===== config.mk =====
export PLATFORM = sky130hd
export DESIGN_NAME = compact_timer
export DESIGN_NICKNAME = d
export VERILOG_FILES = /design/src/byte_mux.v /design/src/compact_timer.v /design/src/tick_divider.v
export VERILOG_INCLUDE_DIRS = /design/src
export SDC_FILE = /design/constraint.sdc
export NUM_CORES = 1
export LEC_CHECK = 0
export BUFFER_PORTS_ARGS = -buffer_cell sky130_fd_sc_hd__buf_4
export CORE_ASPECT_RATIO = 0.8
export CORE_UTILIZATION = 58
export CTS_BUF_LIST = sky130_fd_sc_hd__clkbuf_8
export DETAILED_ROUTE_END_ITERATION = 10
export PLACE_DENSITY_LB_ADDON = 0.2
export SYNTH_ARGS = -nofsm -noshare
export SYNTH_HDL_FRONTEND = slang
export SYNTH_SLANG_ARGS = --single-unit

===== constraint.sdc =====
create_clock -name mclk_i -period 4.95 [get_ports mclk_i]
set_clock_uncertainty 0.1 [all_clocks]
set_input_delay 0.7425 -clock mclk_i [delete_from_list [all_inputs] [get_ports mclk_i]]
set_output_delay 0.7425 -clock mclk_i [all_outputs]
set_load 0.05 [all_outputs]

===== src/compact_timer_consts.vh =====
`ifndef COMPACT_TIMER_CONSTS_VH
`define COMPACT_TIMER_CONSTS_VH
// Register offsets on the plain register port
`define CT_OFF_CTRL0      3'h0
`define CT_OFF_CTRL1      3'h1
`define CT_OFF_CNT_LO     3'h2
`define CT_OFF_CNT_HI     3'h3
`define CT_OFF_CMPA_LO    3'h4
`define CT_OFF_CMPA_HI    3'h5
`define CT_OFF_FLAGS      3'h6
// Control zero fields (period code, counter on)
`define CT_C0_RP_LSB      0
`define CT_C0_ON          3
// Control one fields
`define CT_C1_CCLR        0
`define CT_C1_DPX         1
`define CT_C1_POL         2
`define CT_C1_OC          3
`define CT_C1_IO_LSB      4
`define CT_C1_MODE_LSB    6
// Flag register fields
`define CT_FL_A           0
`define CT_FL_P           1
// Mode codes
`define CT_MODE_CMP       2'b00
`define CT_MODE_PWM       2'b10
`define CT_MODE_TMR       2'b11
// Reset values
`define CT_RST_BYTE       8'h00
// Timer clock divider default (timer tick every N system clocks)
`define CT_TICK_DIV       4
`endif


===== src/byte_mux.v =====
`timescale 1ns/1ps
`default_nettype none
`include "compact_timer_consts.vh"
// Read-data selector over the seven register bytes
module byte_mux (
  input  wire [2:0] addr_i, // Register offset
  input  wire [7:0] c0_i,   // Control zero
  input  wire [7:0] c1_i,   // Control one
  input  wire [9:0] cnt_i,  // Counter
  input  wire [9:0] cmpa_i, // Compare A value
  input  wire [1:0] fl_i,   // Flags
  output reg  [7:0] dat_o   // Selected byte
);
  // Unused high bits read zero
  always @*
  begin
    case (addr_i)
      `CT_OFF_CTRL0:   dat_o = c0_i;
      `CT_OFF_CTRL1:   dat_o = c1_i;
      `CT_OFF_CNT_LO:  dat_o = cnt_i[7:0];
      `CT_OFF_CNT_HI:  dat_o = {6'h00, cnt_i[9:8]};
      `CT_OFF_CMPA_LO: dat_o = cmpa_i[7:0];
      `CT_OFF_CMPA_HI: dat_o = {6'h00, cmpa_i[9:8]};
      `CT_OFF_FLAGS:   dat_o = {6'h00, fl_i};
      default:         dat_o = 8'h00;
    endcase
  end
endmodule // byte_mux
`default_nettype wire


===== src/compact_timer.v =====
// Function
// [RQ1] Compare mode: initial-level bit sets pin level before any match.
// [RQ2] PWM mode: initial-level bit picks active polarity, 1 active high.
// [RQ3] Invert bit flips pin; neither bit matters in timer mode.
// [RQ4] Swap bit 0: code is period, compare is duty; 1 exchanges.
// [RQ5] Clear-select 1 clears on A match; 0 on P match or overflow.
// [RQ6] Overflow clearing only when period code is all zero.
// [RQ7] PWM ignores clear-select; period register's match clears counter.
// [RQ8] Counter read as two bytes, high byte upper six bits zero.
// [RQ9] Compare A held as two read/write bytes, reset zero.
// [RQ10] Mode 00 compare, 10 PWM, 11 timer/counter.
// [RQ11] Compare, clear-select 0: A flag on A match, P on P.
// [RQ12] Compare, clear-select 1: only A flag, never P flag.
// [RQ13] A-clear with A value zero overflows at 3FF, no A flag.
// [RQ14] Compare mode pin changes only on flagged A match.
// [RQ15] Output field drives low, high, toggle on A match; 00 none.
// [RQ16] Counter-on rising loads pin with initial level.
// [RQ17] Timer mode like compare mode, pin not driven.
// [RQ18] PWM raises A and P flags; period match clears counter.
// [RQ19] Swap 0: period 128 times code, 000 is 1024; duty compare.
// [RQ20] Duty at or above period gives full active output.
// [RQ21] Swap 1: period is compare value; duty 128 times code.
// [RQ22] PWM logic keeps running while pin forced by 00 or 01.
// [RQ23] PWM field 00 inactive, 01 active, 10 waveform, 11 undefined.
// [RQ24] Compare field 01 low, 10 high, 11 toggle on A match.
// [RQ25] Counter-on rise zeroes counter; fall stops and keeps count.
// [RQ26] 10-bit up-counter; code versus bits 9:7, compare versus all.
// [RQ27] Match seen on the tick counter equals value; flag before clear.
//
// Implementation choices: the register offsets and the plain strobed port.
`timescale 1ns/1ps
`default_nettype none
`include "compact_timer_consts.vh"
module compact_timer #(
  parameter TICK_DIV = `CT_TICK_DIV
) (
  input  wire       mclk_i,     // 20 MHz system clock
  input  wire       arst_n_i,   // Async reset, active low
  input  wire [2:0] addr_i,     // Register offset
  input  wire [7:0] wdata_i,    // Write data
  input  wire       wr_i,       // Write strobe
  input  wire       rd_i,       // Read strobe
  output reg  [7:0] rdata_o,    // Read data, cycle after strobe
  output reg        pin_o,      // Timer output pin level
  output reg        pin_oe_o,   // Pin driven by timer
  output reg        flag_a_o,   // Compare A flag
  output reg        flag_p_o    // Compare P flag
);
  reg  [7:0] c0_reg;
  reg  [7:0] c1_reg;
  reg  [9:0] cnt_reg;
  reg  [9:0] cnt_next;
  reg  [9:0] cmpa_reg;
  reg  [7:0] cmpa_buf_reg;
  reg        on_d_reg;
  reg        lvl_reg;
  reg        lvl_next;
  reg        pwm_act_reg;
  reg        pwm_act_next;
  reg        set_a;
  reg        set_p;
  wire [7:0] rd_byte;
  wire       tick;
  wire       wr_c0;
  wire       wr_c1;
  wire       wr_alo;
  wire       wr_ahi;
  wire       wr_fl;
  wire       clr_a;
  wire       clr_p;
  reg        a_pwm;
  reg        p_pwm;
  reg        pin_next;

  wire       ton      = c0_reg[`CT_C0_ON];
  wire [2:0] rp       = c0_reg[`CT_C0_RP_LSB +: 3];
  wire       cclr     = c1_reg[`CT_C1_CCLR];
  wire       dpx      = c1_reg[`CT_C1_DPX];
  wire       pol      = c1_reg[`CT_C1_POL];
  wire       oc       = c1_reg[`CT_C1_OC];
  wire [1:0] iof      = c1_reg[`CT_C1_IO_LSB +: 2];
  wire [1:0] mode     = c1_reg[`CT_C1_MODE_LSB +: 2];
  wire       on_rise  = ton & ~on_d_reg;
  wire       is_pwm   = (mode == `CT_MODE_PWM);
  wire       is_tmr   = (mode == `CT_MODE_TMR);

  // Comparators: P sees counter top three bits, A sees all bits
  wire       p_hit    = (cnt_reg[9:7] == rp) & (cnt_reg[6:0] == 7'h00); // RQ26
  wire       a_hit    = (cnt_reg == cmpa_reg);                          // RQ26
  wire       at_max   = (cnt_reg == 10'h3FF);

  // Period and duty in timer clocks, code 000 meaning 1024
  wire [10:0] code_len = (rp == 3'b000) ? 11'h400 : {1'b0, rp, 7'h00}; // RQ19
  wire [10:0] per_len  = dpx ? {1'b0, cmpa_reg} : code_len;         // RQ4
  wire [10:0] duty_len = dpx ? code_len : {1'b0, cmpa_reg};         // RQ21
  wire [10:0] cnt_w    = {1'b0, cnt_reg};

  tick_divider #(
    .DIV      (TICK_DIV)
  ) u_div (
    .mclk_i   (mclk_i),
    .arst_n_i (arst_n_i),
    .run_i    (ton),
    .tick_o   (tick)
  );

  byte_mux u_mux (
    .addr_i   (addr_i),
    .c0_i     (c0_reg),
    .c1_i     (c1_reg),
    .cnt_i    (cnt_reg),
    .cmpa_i   (cmpa_reg),
    .fl_i     ({flag_p_o, flag_a_o}),
    .dat_o    (rd_byte)
  );

  // PWM matches: the period comparator fires on its last count, since
  // the counter wraps before it could ever equal the period itself;
  // a zero code as duty stands for 1024 and so never matches
  always @*
  begin
    if (dpx)
    begin
      a_pwm = (cnt_w + 11'h001 == per_len);                   // RQ21
      p_pwm = p_hit & (rp != 3'b000);
    end
    else
    begin
      a_pwm = a_hit;
      p_pwm = (cnt_w + 11'h001 == per_len);                   // RQ19
    end
  end

  // Counter step, clear choice and match flags
  always @*
  begin
    cnt_next = cnt_reg + 10'h001;
    set_a    = 1'b0;
    set_p    = 1'b0;
    if (is_pwm)
    begin
      // Period register match clears; clear-select ignored
      set_a = a_pwm;                                          // RQ18
      set_p = p_pwm;                                          // RQ18
      if (cnt_w + 11'h001 >= per_len)                         // RQ7
        cnt_next = 10'h000;
    end
    else if (cclr)
    begin
      // A-match clearing; zero A value just wraps at 3FF
      if (cmpa_reg == 10'h000)
        set_a = 1'b0;                                         // RQ13
      else
        set_a = a_hit;                                        // RQ12
      if (a_hit && cmpa_reg != 10'h000)                       // RQ5
        cnt_next = 10'h000;
    end
    else
    begin
      set_a = a_hit;                                          // RQ11
      set_p = p_hit & (rp != 3'b000);                         // RQ11
      if (set_p)                                              // RQ5
        cnt_next = 10'h000;
      else if (at_max && rp == 3'b000)                        // RQ6
        cnt_next = 10'h000;
    end
  end

  // Compare-mode output level on a flagged A match
  always @*
  begin
    lvl_next = lvl_reg;
    if (on_rise)
      lvl_next = oc;                                          // RQ16 RQ1
    else if (tick && set_a)                                   // RQ14
    begin
      case (iof)                                              // RQ15 RQ24
        2'b01:   lvl_next = 1'b0;
        2'b10:   lvl_next = 1'b1;
        2'b11:   lvl_next = ~lvl_reg;
        default: lvl_next = lvl_reg;
      endcase
    end
  end

  // PWM active phase: active while count below duty
  always @*
  begin
    pwm_act_next = pwm_act_reg;
    if (on_rise)
      pwm_act_next = 1'b0;
    else if (tick)
    begin
      if (duty_len >= per_len)                                // RQ20
        pwm_act_next = 1'b1;
      else
        pwm_act_next = ({1'b0, cnt_next} < duty_len);         // RQ19 RQ21
    end
  end

  // Write decodes; offset 7 and the counter bytes take no writes,
  // so software can never move the count except by a counter-on rise
  assign wr_c0  = wr_i && (addr_i == `CT_OFF_CTRL0);
  assign wr_c1  = wr_i && (addr_i == `CT_OFF_CTRL1);
  assign wr_alo = wr_i && (addr_i == `CT_OFF_CMPA_LO);
  assign wr_ahi = wr_i && (addr_i == `CT_OFF_CMPA_HI);
  assign wr_fl  = wr_i && (addr_i == `CT_OFF_FLAGS);
  assign clr_a  = wr_fl && wdata_i[`CT_FL_A];
  assign clr_p  = wr_fl && wdata_i[`CT_FL_P];

  // Control zero: period code and counter on
  always @(posedge mclk_i or negedge arst_n_i)
  begin
    if (!arst_n_i)
      c0_reg <= `CT_RST_BYTE;
    else if (wr_c0)
      c0_reg <= wdata_i;
  end

  // Control one; mode and output changes belong with the counter off,
  // a change while running takes effect at once and may glitch the pin
  always @(posedge mclk_i or negedge arst_n_i)
  begin
    if (!arst_n_i)
      c1_reg <= `CT_RST_BYTE;
    else if (wr_c1)
      c1_reg <= wdata_i;                                      // RQ10
  end

  // Compare A: low byte waits in a buffer until the high byte lands,
  // so the comparator never sees half of a new value
  always @(posedge mclk_i or negedge arst_n_i)
  begin
    if (!arst_n_i)
    begin
      cmpa_buf_reg <= `CT_RST_BYTE;
      cmpa_reg     <= 10'h000;                                // RQ9
    end
    else
    begin
      if (wr_alo)
        cmpa_buf_reg <= wdata_i;
      if (wr_ahi)
        cmpa_reg <= {wdata_i[1:0], cmpa_buf_reg};             // RQ9
    end
  end

  // Counter-on history; resets to off so reset gives no false rise
  always @(posedge mclk_i or negedge arst_n_i)
  begin
    if (!arst_n_i)
      on_d_reg <= 1'b0;
    else
      on_d_reg <= ton;
  end

  // Counter: zeroed by counter-on rise, one step a tick, held when off
  always @(posedge mclk_i or negedge arst_n_i)
  begin
    if (!arst_n_i)
      cnt_reg <= 10'h000;
    else if (on_rise)
      cnt_reg <= 10'h000;                                     // RQ25
    else if (tick)
      cnt_reg <= cnt_next;                                    // RQ26 RQ22
  end

  // Sticky flags; set beats a same-cycle clear so no match is lost
  always @(posedge mclk_i or negedge arst_n_i)
  begin
    if (!arst_n_i)
    begin
      flag_a_o <= 1'b0;
      flag_p_o <= 1'b0;
    end
    else
    begin
      flag_a_o <= (tick & set_a) | (flag_a_o & ~clr_a);       // RQ27
      flag_p_o <= (tick & set_p) | (flag_p_o & ~clr_p);       // RQ27
    end
  end

  // Compare-mode level and PWM phase
  always @(posedge mclk_i or negedge arst_n_i)
  begin
    if (!arst_n_i)
    begin
      lvl_reg     <= 1'b0;
      pwm_act_reg <= 1'b0;
    end
    else
    begin
      lvl_reg     <= lvl_next;
      pwm_act_reg <= pwm_act_next;
    end
  end

  // Pin level ahead of its flop; mode 01 is undefined, acts as compare
  always @*
  begin
    pin_next = 1'b0;
    case (mode)
      `CT_MODE_PWM:
      begin
        case (iof)                                            // RQ23
          2'b00:   pin_next = ~oc ^ pol;
          2'b01:   pin_next = oc ^ pol;
          2'b10:   pin_next = (pwm_act_next ? oc : ~oc) ^ pol; // RQ2 RQ3
          default: pin_next = ~oc ^ pol;
        endcase
      end
      `CT_MODE_TMR:
        pin_next = 1'b0;                                      // RQ3 RQ17
      default:
        pin_next = lvl_next ^ pol;                            // RQ1 RQ3
    endcase
  end

  // Read data only in the cycle after the strobe, zero otherwise
  always @(posedge mclk_i or negedge arst_n_i)
  begin
    if (!arst_n_i)
      rdata_o <= 8'h00;
    else
      rdata_o <= rd_i ? rd_byte : 8'h00;                      // RQ8
  end

  // Pin and enable straight from flops so the pad sees no decode glitch
  always @(posedge mclk_i or negedge arst_n_i)
  begin
    if (!arst_n_i)
    begin
      pin_o    <= 1'b0;
      pin_oe_o <= 1'b0;
    end
    else
    begin
      pin_o    <= pin_next;
      pin_oe_o <= ~is_tmr;                                    // RQ17
    end
  end
endmodule // compact_timer
`default_nettype wire


===== src/tick_divider.v =====
`timescale 1ns/1ps
`default_nettype none
// Divides the system clock into one-cycle timer tick pulses
module tick_divider #(
  parameter DIV = 4
) (
  input  wire mclk_i,   // System clock
  input  wire arst_n_i, // Async reset, active low
  input  wire run_i,    // Counting enabled
  output reg  tick_o    // One-cycle tick
);
  reg [15:0] cnt_reg;

  // Free divider restarted while stopped
  always @(posedge mclk_i or negedge arst_n_i)
  begin
    if (!arst_n_i)
    begin
      cnt_reg <= 16'h0000;
      tick_o  <= 1'b0;
    end
    else if (!run_i)
    begin
      cnt_reg <= 16'h0000;
      tick_o  <= 1'b0;
    end
    else if (cnt_reg == DIV[15:0] - 16'h0001)
    begin
      cnt_reg <= 16'h0000;
      tick_o  <= 1'b1;
    end
    else
    begin
      cnt_reg <= cnt_reg + 16'h0001;
      tick_o  <= 1'b0;
    end
  end
endmodule // tick_divider
`default_nettype wire

==> results of run 1 <==
## metal layers
layer  global-route usage, %  vias to the layer above  share of wire, %
li1                        -                     1926                 -
met1                    43.8                     1993                44
met2                    46.5                      199                45
met3                    5.54                       35               8.3
met4                    11.3                        0               2.7
met5                       0                        -                 0
## report_power, final
group | leakage (nW) | internal (W) | switching [W]
logic | 1.48 | 0.000350 | 0.000425
registers | 0.977 | 0.000722 | 0.000151
clock network | 0.0943 | 0.000195 | 0.000279
total | 2.55 | 0.00127 | 0.000855
## layout make-up
type | instances | area share, %
Multi-Input combinational cell | 402 | 51.5
Sequential cell | 76 | 34.0
Timing Repair Buffer | 54 | 7.31
Tap cell | 108 | 2.41
Clock buffer | 9 | 2.21
Inverter | 21 | 1.41
Clock inverter | 7 | 1.16
## kinds of logic (layout without fill, tap and decap cells)
group | count (synthesis) | after routing
AO/OA/AOI/OAI | 85 | 86
AND/OR/NAND/NOR | 209 | 209
buffers and inverters | 49 | 91
adder cells (fa/ha/maj) | 25 | 25
multiplexers | 50 | 50
flip-flops | 76 | 76
XOR/XNOR | 32 | 32
## stage by stage
step                worst slack [ns]  std cells
finish                         0.123        677
global route                 -0.0955        677
CTS                           0.0748        674
detailed placement           -0.0472        658
global placement               0.144        658
floorplan                    0.00172        526
## synthesized netlist by cell type, drive strengths merged (3+ instances only)
cell type  number
dfrtp          76
nor2           53
nand2          44
mux2           33
o21ai          28
ha             25
inv            21
nand3          21
a21oi          20
clkbuf         19
xnor2          19
mux2i          16
nand2b         16
and3           14
xor2           12
and2           11
nor3           10
buf             9
nor2b           8
nand4           6
a21o            5
nor4            5
or3             5
a211oi          4
a31oi           4
a221oi          3
nand3b          3
or2             3
or4             3
## path summary, 6_finish.rpt
path	startpoint	endpoint	slack [ns]	depth (start not counted)
worst max register to register	cnt_reg[1]$_DFFE_PN0P_	pin_o$_DFF_PN0_	0.12	22
max in group asynchronous	arst_n_i	c0_reg[1]$_DFFE_PN0P_	3.75	1
min in group asynchronous	arst_n_i	u_div.cnt_reg[3]$_DFF_PN0_	0.41	1
worst max-delay path	cnt_reg[1]$_DFFE_PN0P_	pin_o$_DFF_PN0_	0.12	22
worst min register to register	c0_reg[3]$_DFFE_PN0P_	on_d_reg$_DFF_PN0_	0.39	0
worst min-delay path	c0_reg[3]$_DFFE_PN0P_	on_d_reg$_DFF_PN0_	0.39	0
## what timing repair did
| item | 4_1_cts | 5_1_grt |
|---|---|---|
| pin swaps | 0 | 8 |
| setup buffers | 0 | 2 |
| endpoints found under the setup margin | 1 | 1 |
| cloned | 0 | 1 |
| gates resized for setup | 1 | 14 |
## worst max-delay path, delay by kind of cell (launching register included)
kind,cells,cell delay [ns]
buffers and inverters,2,0.21
and+or+nand+nor,8,1.06
muxes,1,0.32
AOI/OAI and AO/OA,7,1.77
xor gates and xnor gates,1,0.21
adders and majority gates,3,0.69
DFF,1,0.38
==> flow_metrics.py, run 1 <==
metrics = {
    "clocking": {
        "clockBufferDepth": 2,
        "cts_tree": "done",
        "hold_buffers": 0,
        "clk_pin_slew_ns": 0.09,
        "root_buffer": "clkbuf_8",
        "clock_sinks": 76,
        "numCtsBuffers": 9,
        "clk_latency_ns": 0.36,
        "htree_levels": 3,
    },
    "cells_and_area": {
        "drive_gt1_share_pct": 21.3,
        "n_antenna_cell": 0,
        "area_delta_synth_final_pct": 14.9,
        "design_area_um2": 5600,
        "layout.cells.most_common": "dfrtp_1",
        "regArea_um2": 1900,
        "largest_register_ff_count": 16,
        "multi_input_area_um2": 2880,
        "final_cell_mix": "dfrtp_1 (76), nor2_1 (53), buf_4 (53), nand2_1 (44), mux2_2 (32)",
        "fill_cells": 636,
        "nNetsFinal": 604,
        "final_util_pct": 69.8,
    },
    "timing": {
        "hold_violations": 0,
        "min_period_over_period_pct": 97.5,
        "worstMarginPinSlew_ns": 0.914,
        "holdWs_ns": 0.392,
        "slew_headroom_pct": 39.1,
        "post-route-min-period_ns": 4.83,
        "slew_violations": 0,
        "setup_viol": 0,
        "tns_ns": 0,
        "max_freq_mhz": 207,
    },
    "yosys": {
        "synth_largest_area_cell": "dfrtp_1",
        "synth_simple_gate_area_share_pct": 21.7,
        "ys.flop_type": "dfrtp_1",
        "synth_nets": 566,
        "syn_avg_cell_area_um2": 9.26,
        "postSynthCellCount": 526,
        "muxShareOfSynthArea_pct": 11.5,
        "ys_types": 57,
        "synth_edf_count": 0,
        "ys_seq_area_share_pct": 39.0,
        "yosys_warnings": 0,
        "synth_top_area_share_pct": 39.0,
        "synth_top_family_by_area": "simple AND/OR/NAND/NOR gates",
        "synth_xor_area_share_pct": 6.06,
        "synth_area_leaders": "dfrtp_1 (39%), mux2_2 (7.4%), ha_1 (6.4%)",
        "synth_seq_cells": 76,
        "yosys.area_share.adder_pct": 6.42,
        "synth_compound_area_share_pct": 11.4,
        "synthArstFlopShare_pct": 100,
        "netlist_area_um2": 4870,
    },
    "power_and_ir_drop": {
        "ir_drop_mv": 0.251,
        "leakagePower_nw": 2.55,
        "powerDensity_nw_per_um2": 379,
        "power_w": 0.00212,
    },
    "placed_design": {
        "routabilityCongestion": 0.996,
        "io_buffers": 26,
        "dpl_cell_area_um2": 5280,
        "post-dp-hpwl_um": 9320,
    },
    "floorplanning": {
        "num_rows": 29,
        "die_area_um2": 8770,
        "die-width_um": 104,
        "dieHeight_um": 84.0,
        "coreArea_um2": 8020,
        "initial_core_util_pct": 60.8,
        "ios": 27,
    },
    "run_status": {
        "outcome": "complete, no violations",
    },
    "detailed_routing": {
        "wl_per_cell_um": 18.7,
        "drt-initial-drc-count": 382,
        "totalWireLength_um": 12600,
        "dr.pass1.iters": 7,
        "ant_nets": 0,
        "drc": 0,
        "num_vias": 4153,
        "vias_per_cell": 6.13,
    },
    "grt": {
        "grt_max_degree": 77,
        "antenna_found_initial": 0,
        "grt_pass1_wl_um": 20700,
        "grt_pass1_vias": 4114,
        "gr-usage-all-layers_pct": 30.6,
        "gr-total-overflow": 0,
    },
    "worst_hold_path": {
        "hold_class": "flip-flop to flip-flop",
    },
    "worst_setup_path": {
        "cp_slowest_cell": "dfrtp_1",
        "max_stage_delay_ns": 0.38,
        "start_kind": "flip-flop",
        "required_ns": 5.13,
        "path_cells": "ha_2 -> and4_4 -> nand2_1 -> xnor2_2 -> inv_1 -> ha_1 -> nand3_1 -> nor2_1 -> a221o_1 -> a31oi_4 -> buf_6 -> nand2_1 -> a21oi_2 -> ha_1 -> nand4_1 -> a2111o_1 -> nand2b_4 -> a2111oi_4 -> a211oi_2 -> mux2_4 -> o221a_1 -> nor3_2",
        "path_max_fanout": 3,
        "endpoint_kind": "flip-flop",
        "path_class": "flip-flop to flip-flop",
        "arrival_ns": 5.01,
    },
    "job": {
        "cap_violations": 0,
    },
}
(Power assumes the default switching activity.)
==> run 2: changes to the inputs <==
--- a/config.mk
+++ b/config.mk
@@ -11,7 +11,7 @@
 export CORE_UTILIZATION = 58
 export CTS_BUF_LIST = sky130_fd_sc_hd__clkbuf_8
 export DETAILED_ROUTE_END_ITERATION = 10
-export PLACE_DENSITY_LB_ADDON = 0.2
+export PLACE_DENSITY = 0.79
 export SYNTH_ARGS = -nofsm -noshare
 export SYNTH_HDL_FRONTEND = slang
 export SYNTH_SLANG_ARGS = --single-unit
==> run 2 against run 1 <==
Flip-flop and latch count is the same. Sequential share of layout area is 0.16 points higher. Worst hold slack worse by 0.017 ns. Fmax up 2.3%. Combinational power rose by 1%. Critical path type unchanged. Critical endpoint unchanged.
==> flow_metrics.py, run 2 (synthesis gave the netlist of run 1 again) <==
metrics = {
    "run_status": {
        "outcome": "complete, no violations",
    },
    "clocking": {
        "htree_levels": 3,
        "root_buffer": "clkbuf_8",
        "hold_buffers": 0,
        "clock_sinks": 76,
        "clockBufferDepth": 2,
        "numCtsBuffers": 9,
        "cts_tree": "done",
        "clk_latency_ns": 0.37,
        "clk_pin_slew_ns": 0.09,
    },
    "power_and_ir_drop": {
        "ir_drop_mv": 0.331,
        "p_sw_share_pct": 39.2,
        "power_w": 0.00216,
        "pwr-share-seq_pct": 40.1,
        "leakagePower_nw": 2.53,
        "clkPwrFrac_pct": 23.6,
        "p_int_w": 0.00131,
        "combPwrFrac_pct": 36.3,
        "powerDensity_nw_per_um2": 387,
        "p_sw_w": 0.000846,
    },
    "timing": {
        "setup_viol": 0,
        "tns_ns": 0,
        "min_period_over_period_pct": 95.3,
        "worstMarginPinSlew_ns": 0.962,
        "slew_headroom_pct": 35.9,
        "grt_setup_unrepaired": "false",
        "hold_violations": 0,
        "post-route-min-period_ns": 4.72,
        "max_freq_mhz": 212,
        "slew_violations": 0,
    },
    "worst_setup_path": {
        "timing.rr.start": "cnt_reg[4]$_DFFE_PN0P_",
        "arrival_ns": 4.90,
        "r2r_slack_ns": 0.23,
        "rr_worst_depth": 20,
        "path_max_fanout": 8,
        "timing.critical_path.to": "pin_o$_DFF_PN0_",
        "required_ns": 5.13,
        "endpoint_kind": "flip-flop",
        "path_class": "flip-flop to flip-flop",
        "r2r_end": "pin_o$_DFF_PN0_",
        "start_kind": "flip-flop",
        "crit_start": "cnt_reg[4]$_DFFE_PN0P_",
    },
    "placed_design": {
        "post-dp-hpwl_um": 9540,
        "io_buffers": 26,
        "routabilityCongestion": 0.942,
    },
    "floorplanning": {
        "ios": 27,
        "die-width_um": 104,
        "dieHeight_um": 84.0,
        "num_rows": 29,
        "coreArea_um2": 8020,
        "die_area_um2": 8770,
        "initial_core_util_pct": 60.8,
    },
    "cells_and_area": {
        "area_delta_synth_final_pct": 14.4,
        "layout.cells.most_common": "dfrtp_1",
        "largest_register_ff_count": 16,
        "fill_cells": 626,
        "nNetsFinal": 600,
        "n_antenna_cell": 0,
        "drive_gt1_share_pct": 21.8,
        "final_cell_mix": "dfrtp_1 (75), nor2_1 (52), buf_4 (51), nand2_1 (43), mux2_2 (32)",
    },
    "grt": {
        "grt_max_degree": 77,
        "grt_pass1_wl_um": 21100,
        "gr-total-overflow": 0,
        "antenna_found_initial": 0,
        "gr-usage-all-layers_pct": 31.5,
        "grt_pass1_vias": 4038,
    },
    "detailed_routing": {
        "dr.pass1.iters": 5,
        "drt-initial-drc-count": 356,
        "vias_per_cell": 6.15,
        "totalWireLength_um": 13100,
        "ant_nets": 0,
        "wl_per_cell_um": 19.5,
        "num_vias": 4140,
        "drc": 0,
    },
    "worst_hold_path": {
        "hold_class": "primary input to asynchronous set/reset pin",
    },
    "job": {
        "cap_violations": 0,
    },
}
==> run 2: cell count changes in the layout (fill, tap and decap cells not counted), moves of 2 or more <==
cell       change
nand3_2        +2
nand3_1        -2
a2bb2oi_4      -2
buf_4          -2
==> run 2: layout make-up <==
| class | count | area, um^2 | area share (%) |
|---|---|---|---|
| sequential | 76 | 1900 | 34.1 |
| timing repair buffer | 51 | 383 | 6.87 |
| clock buffer | 9 | 124 | 2.22 |
| multi-input combinational | 401 | 2870 | 51.5 |
| clock inverter | 7 | 82.6 | 1.48 |
| inverter | 21 | 78.8 | 1.41 |
| tap | 108 | 135 | 2.42 |
==> run 2: critical path: stages (launching register included) <==
cell and delay (ns):
dfrtp_2 0.47, and3_1 0.22, nand3_2 0.12, xor2_1 0.22
inv_1 0.09, ha_1 0.33, a21o_1 0.19, a221o_1 0.35
a31oi_2 0.20, a2bb2oi_2 0.08, buf_4 0.17, nor2_1 0.12
ha_1 0.17, nand3b_1 0.11, a2111o_1 0.42, nand2b_4 0.16
a2111oi_4 0.28, a211oi_2 0.09, mux2_4 0.32, o221a_1 0.22
nor3_1 0.19
==> run 2: how the worst min path moves through the flow <==
| stage | startpoint | end | slack [ns] | cells past startpoint |
|---|---|---|---|---|
| floorplan | c0_reg[3]$_DFFE_PN0P_ | on_d_reg$_DFF_PN0_ | 0.32 | 0 |
| global placement | c0_reg[3]$_DFFE_PN0P_ | on_d_reg$_DFF_PN0_ | 0.37 | 0 |
| detailed placement | c0_reg[3]$_DFFE_PN0P_ | on_d_reg$_DFF_PN0_ | 0.38 | 0 |
| CTS | u_div.cnt_reg[0]$_DFF_PN0_ | u_div.cnt_reg[0]$_DFF_PN0_ | 0.41 | 1 |
| global route | u_div.cnt_reg[0]$_DFF_PN0_ | u_div.cnt_reg[0]$_DFF_PN0_ | 0.42 | 1 |
| finish | arst_n_i | cnt_reg[7]$_DFFE_PN0P_ | 0.37 | 1 |
==> run 2: power by group through the flow <==
stage	clock network [W]	registers (W)	logic [W]
detailed placement	0	0.000869	0.000738
global placement	0	0.000862	0.000719
global route	0.000536	0.000876	0.000854
floorplan	0	0.000860	0.000487
finish	0.000509	0.000866	0.000784
CTS	0.000510	0.000859	0.000745
==> run 2: per-layer routing <==
layer	track usage (%)	vias up	routed length (um)
li1	-	1915	-
met3	7.03	26	984
met5	0	-	0
met4	9.61	0	252
met2	48.9	177	5980
met1	44.2	2022	5900
==> run 2: timing repair <==
item	4_1_cts	5_1_grt
setup buffers	0	2
endpoints found under the setup margin	0	1
resized for setup	0	19
==> run 2: per-stage QoR <==
stage | instances | area (um^2) | setup WS (ns) | util [%] | hold WS [ns]
final | 673 | 5580 | 0.230 | 69.5 | 0.374
after global routing | 673 | 5580 | 0.000685 | 69.5 | 0.423
after CTS | 671 | 5470 | 0.0668 | 68.2 | 0.406
after detailed placement | 655 | 5260 | 0.119 | 65.6 | 0.384
after floorplan | 526 | 4870 | 0.00172 | - | 0.325
after global placement | 655 | 5260 | 0.219 | 65.6 | 0.373
==> run 3: changes to the inputs <==
--- a/config.mk
+++ b/config.mk
@@ -6,12 +6,14 @@
 export SDC_FILE = /design/constraint.sdc
 export NUM_CORES = 1
 export LEC_CHECK = 0
+export ABC_AREA = 1
 export BUFFER_PORTS_ARGS = -buffer_cell sky130_fd_sc_hd__buf_4
 export CORE_ASPECT_RATIO = 0.8
-export CORE_UTILIZATION = 58
+export CORE_UTILIZATION = 57
 export CTS_BUF_LIST = sky130_fd_sc_hd__clkbuf_8
 export DETAILED_ROUTE_END_ITERATION = 10
-export PLACE_DENSITY = 0.79
+export GPL_ROUTABILITY_DRIVEN = 0
+export PLACE_DENSITY = 0.78
 export SYNTH_ARGS = -nofsm -noshare
 export SYNTH_HDL_FRONTEND = slang
 export SYNTH_SLANG_ARGS = --single-unit
==> run 3 against run 2 <==
Sequential share of layout area rose by 3.2 points. Fmax grew 5.2%. Largest power group unchanged. Synthesized cell count increased by 11%. Cell area fell by 8.5%. Highest routed layer unchanged. Largest cell class unchanged.
==> flow_metrics.py, run 3 <==
metrics = {
    "run_status": {
        "outcome": "complete, no violations",
    },
    "yosys": {
        "ys_types": 41,
        "synth_simple_gate_area_share_pct": 25.3,
        "postSynthCellCount": 586,
        "synth_compound_area_share_pct": 14.4,
        "muxShareOfSynthArea_pct": 0.497,
        "ys_seq_area_share_pct": 42.0,
        "synth_top_family_by_area": "simple AND/OR/NAND/NOR gates",
        "synth_top_area_share_pct": 42.0,
        "synthTopCellsByCount": "nand2_1 (123), inv_1 (88), dfrtp_1 (76)",
        "syn_avg_cell_area_um2": 7.74,
        "synth_seq_cells": 76,
        "ys.flop_type": "dfrtp_1",
        "yosysMostFrequentCell": "nand2_1",
        "yosys_warnings": 0,
        "synth_xor_area_share_pct": 2.51,
        "synthArstFlopShare_pct": 100,
        "synth_area_leaders": "dfrtp_1 (42%), nand2_1 (10%), inv_1 (7.3%)",
        "yosys.area_share.adder_pct": 6.90,
        "synth_largest_area_cell": "dfrtp_1",
        "synth_nets": 626,
        "netlist_area_um2": 4530,
        "synth_edf_count": 0,
    },
    "cells_and_area": {
        "layout.cells.most_common": "nand2_1",
        "drive_gt1_share_pct": 12.0,
        "largest_register_ff_count": 16,
        "final_cell_mix": "nand2_1 (123), inv_1 (88), dfrtp_1 (75), nor2_1 (66), o21ai_0 (45)",
        "area_delta_synth_final_pct": 12.6,
        "n_antenna_cell": 0,
        "nNetsFinal": 661,
    },
    "floorplanning": {
        "die-width_um": 102,
        "dieHeight_um": 81.8,
        "coreArea_um2": 7530,
        "num_rows": 28,
        "ios": 27,
        "die_area_um2": 8320,
        "initial_core_util_pct": 60.2,
    },
    "worst_setup_path": {
        "start_kind": "flip-flop",
        "required_ns": 5.12,
        "endpoint_kind": "flip-flop",
        "arrival_ns": 4.65,
        "max_stage_delay_ns": 0.42,
        "cp_common_cell": "nand2_1",
        "cp_slowest_cell": "dfrtp_1",
        "path_class": "flip-flop to flip-flop",
        "path_max_fanout": 6,
    },
    "detailed_routing": {
        "drt-initial-drc-count": 515,
        "ant_nets": 0,
        "totalWireLength_um": 12100,
        "wl_per_cell_um": 16.6,
        "dr.pass1.iters": 5,
        "drc": 0,
        "vias_per_cell": 5.84,
        "num_vias": 4272,
    },
    "power_and_ir_drop": {
        "leakagePower_nw": 2.58,
        "ir_drop_mv": 0.253,
        "power_w": 0.00187,
        "powerDensity_nw_per_um2": 367,
    },
    "placed_design": {
        "post-dp-hpwl_um": 8970,
        "place_ws_ns": 0.513,
        "io_buffers": 26,
    },
    "clocking": {
        "clk_latency_ns": 0.37,
        "htree_levels": 3,
        "clockBufferDepth": 2,
        "root_buffer": "clkbuf_8",
        "clk_pin_slew_ns": 0.09,
        "cts_tree": "done",
        "hold_buffers": 0,
        "numCtsBuffers": 9,
        "clock_sinks": 76,
    },
    "grt": {
        "grt_pass1_vias": 4013,
        "grt_pass1_wl_um": 19700,
        "gr-usage-all-layers_pct": 31.9,
        "gr-total-overflow": 0,
        "antenna_found_initial": 0,
        "grt_max_degree": 77,
    },
    "job": {
        "cap_violations": 0,
    },
    "timing": {
        "max_freq_mhz": 223,
        "slew_headroom_pct": 37.1,
        "setup_slack_ns": 0.462,
        "hold_violations": 0,
        "setup_viol": 0,
        "worstMarginPinSlew_ns": 0.944,
        "post-route-min-period_ns": 4.49,
        "slew_violations": 0,
        "holdWs_ns": 0.369,
        "min_period_over_period_pct": 90.7,
    },
    "worst_hold_path": {
        "hold_class": "flip-flop to flip-flop",
    },
}
[run 3: final timing paths]
check	startpoint	end	slack [ns]	cells past startpoint
worst max register to register	cnt_reg[0]$_DFFE_PN0P_	pin_o$_DFF_PN0_	0.46	31
max in group asynchronous	arst_n_i	cnt_reg[2]$_DFFE_PN0P_	3.67	1
worst max-delay path	cnt_reg[0]$_DFFE_PN0P_	pin_o$_DFF_PN0_	0.46	31
worst min register to register	u_div.cnt_reg[0]$_DFF_PN0_	u_div.cnt_reg[0]$_DFF_PN0_	0.37	1
worst min-delay path	u_div.cnt_reg[0]$_DFF_PN0_	u_div.cnt_reg[0]$_DFF_PN0_	0.37	1
min in group asynchronous	arst_n_i	u_div.cnt_reg[15]$_DFF_PN0_	0.40	1
[run 3: worst max-delay path, delay by kind of cell, from the launching register on]
family / cells / cell delay [ns]
simple gates: 21 / 1.96
fa+ha+maj: 3 / 0.83
compound gates: 3 / 0.48
flops: 1 / 0.42
buf+inv: 3 / 0.36
xor+xnor: 1 / 0.25
[run 3: report_power, final]
part	internal, W	switching, W
Sequential	0.000701	0.0000987
Clock	0.000288	0.000247
Combinational	0.000186	0.000351
[run 3: cells by family (layout without fill, tap and decap cells)]
family	count (synthesis)	after routing
AOI/OAI and AO/OA	109	109
DFF	76	76
and+or+nand+nor	262	262
muxes	2	2
adders and majority gates	25	25
xor gates and xnor gates	13	13
buffers and inverters	99	139
[run 3: per-stage QoR]
stage                     std cells  TNS, ns  cell area [um^2]  utilization [%]
final                           731        0              5100             67.8
after global routing            731  -0.0635              5100             67.8
after CTS                       727        0              5060             67.2
after detailed placement        711        0              4840             64.2
after global placement          711        0              4840             64.2
after floorplan                 586        0              4530                -
[run 3: cell type report]
cell class | count | area, um^2
timing repair buffer | 32 | 240
clock inverter | 7 | 101
fill | 604 | 2430
clock buffer | 9 | 124
tap | 105 | 131
inverter | 91 | 345
sequential | 76 | 1900
multi-input combinational | 411 | 2260
[run 3: routing by layer]
metal | track usage, % | vias to the layer above | wire [um]
li1 | - | 1994 | -
met1 | 42.4 | 1997 | 5060
met2 | 49.5 | 246 | 5440
met3 | 7.23 | 35 | 1250
met4 | 15.9 | 0 | 376
met5 | 0 | - | 0
[run 3: timing repair]
action                     CTS  global route
gates resized for setup      0             5
buffers inserted             0             4
setup endpoints to repair    0             1
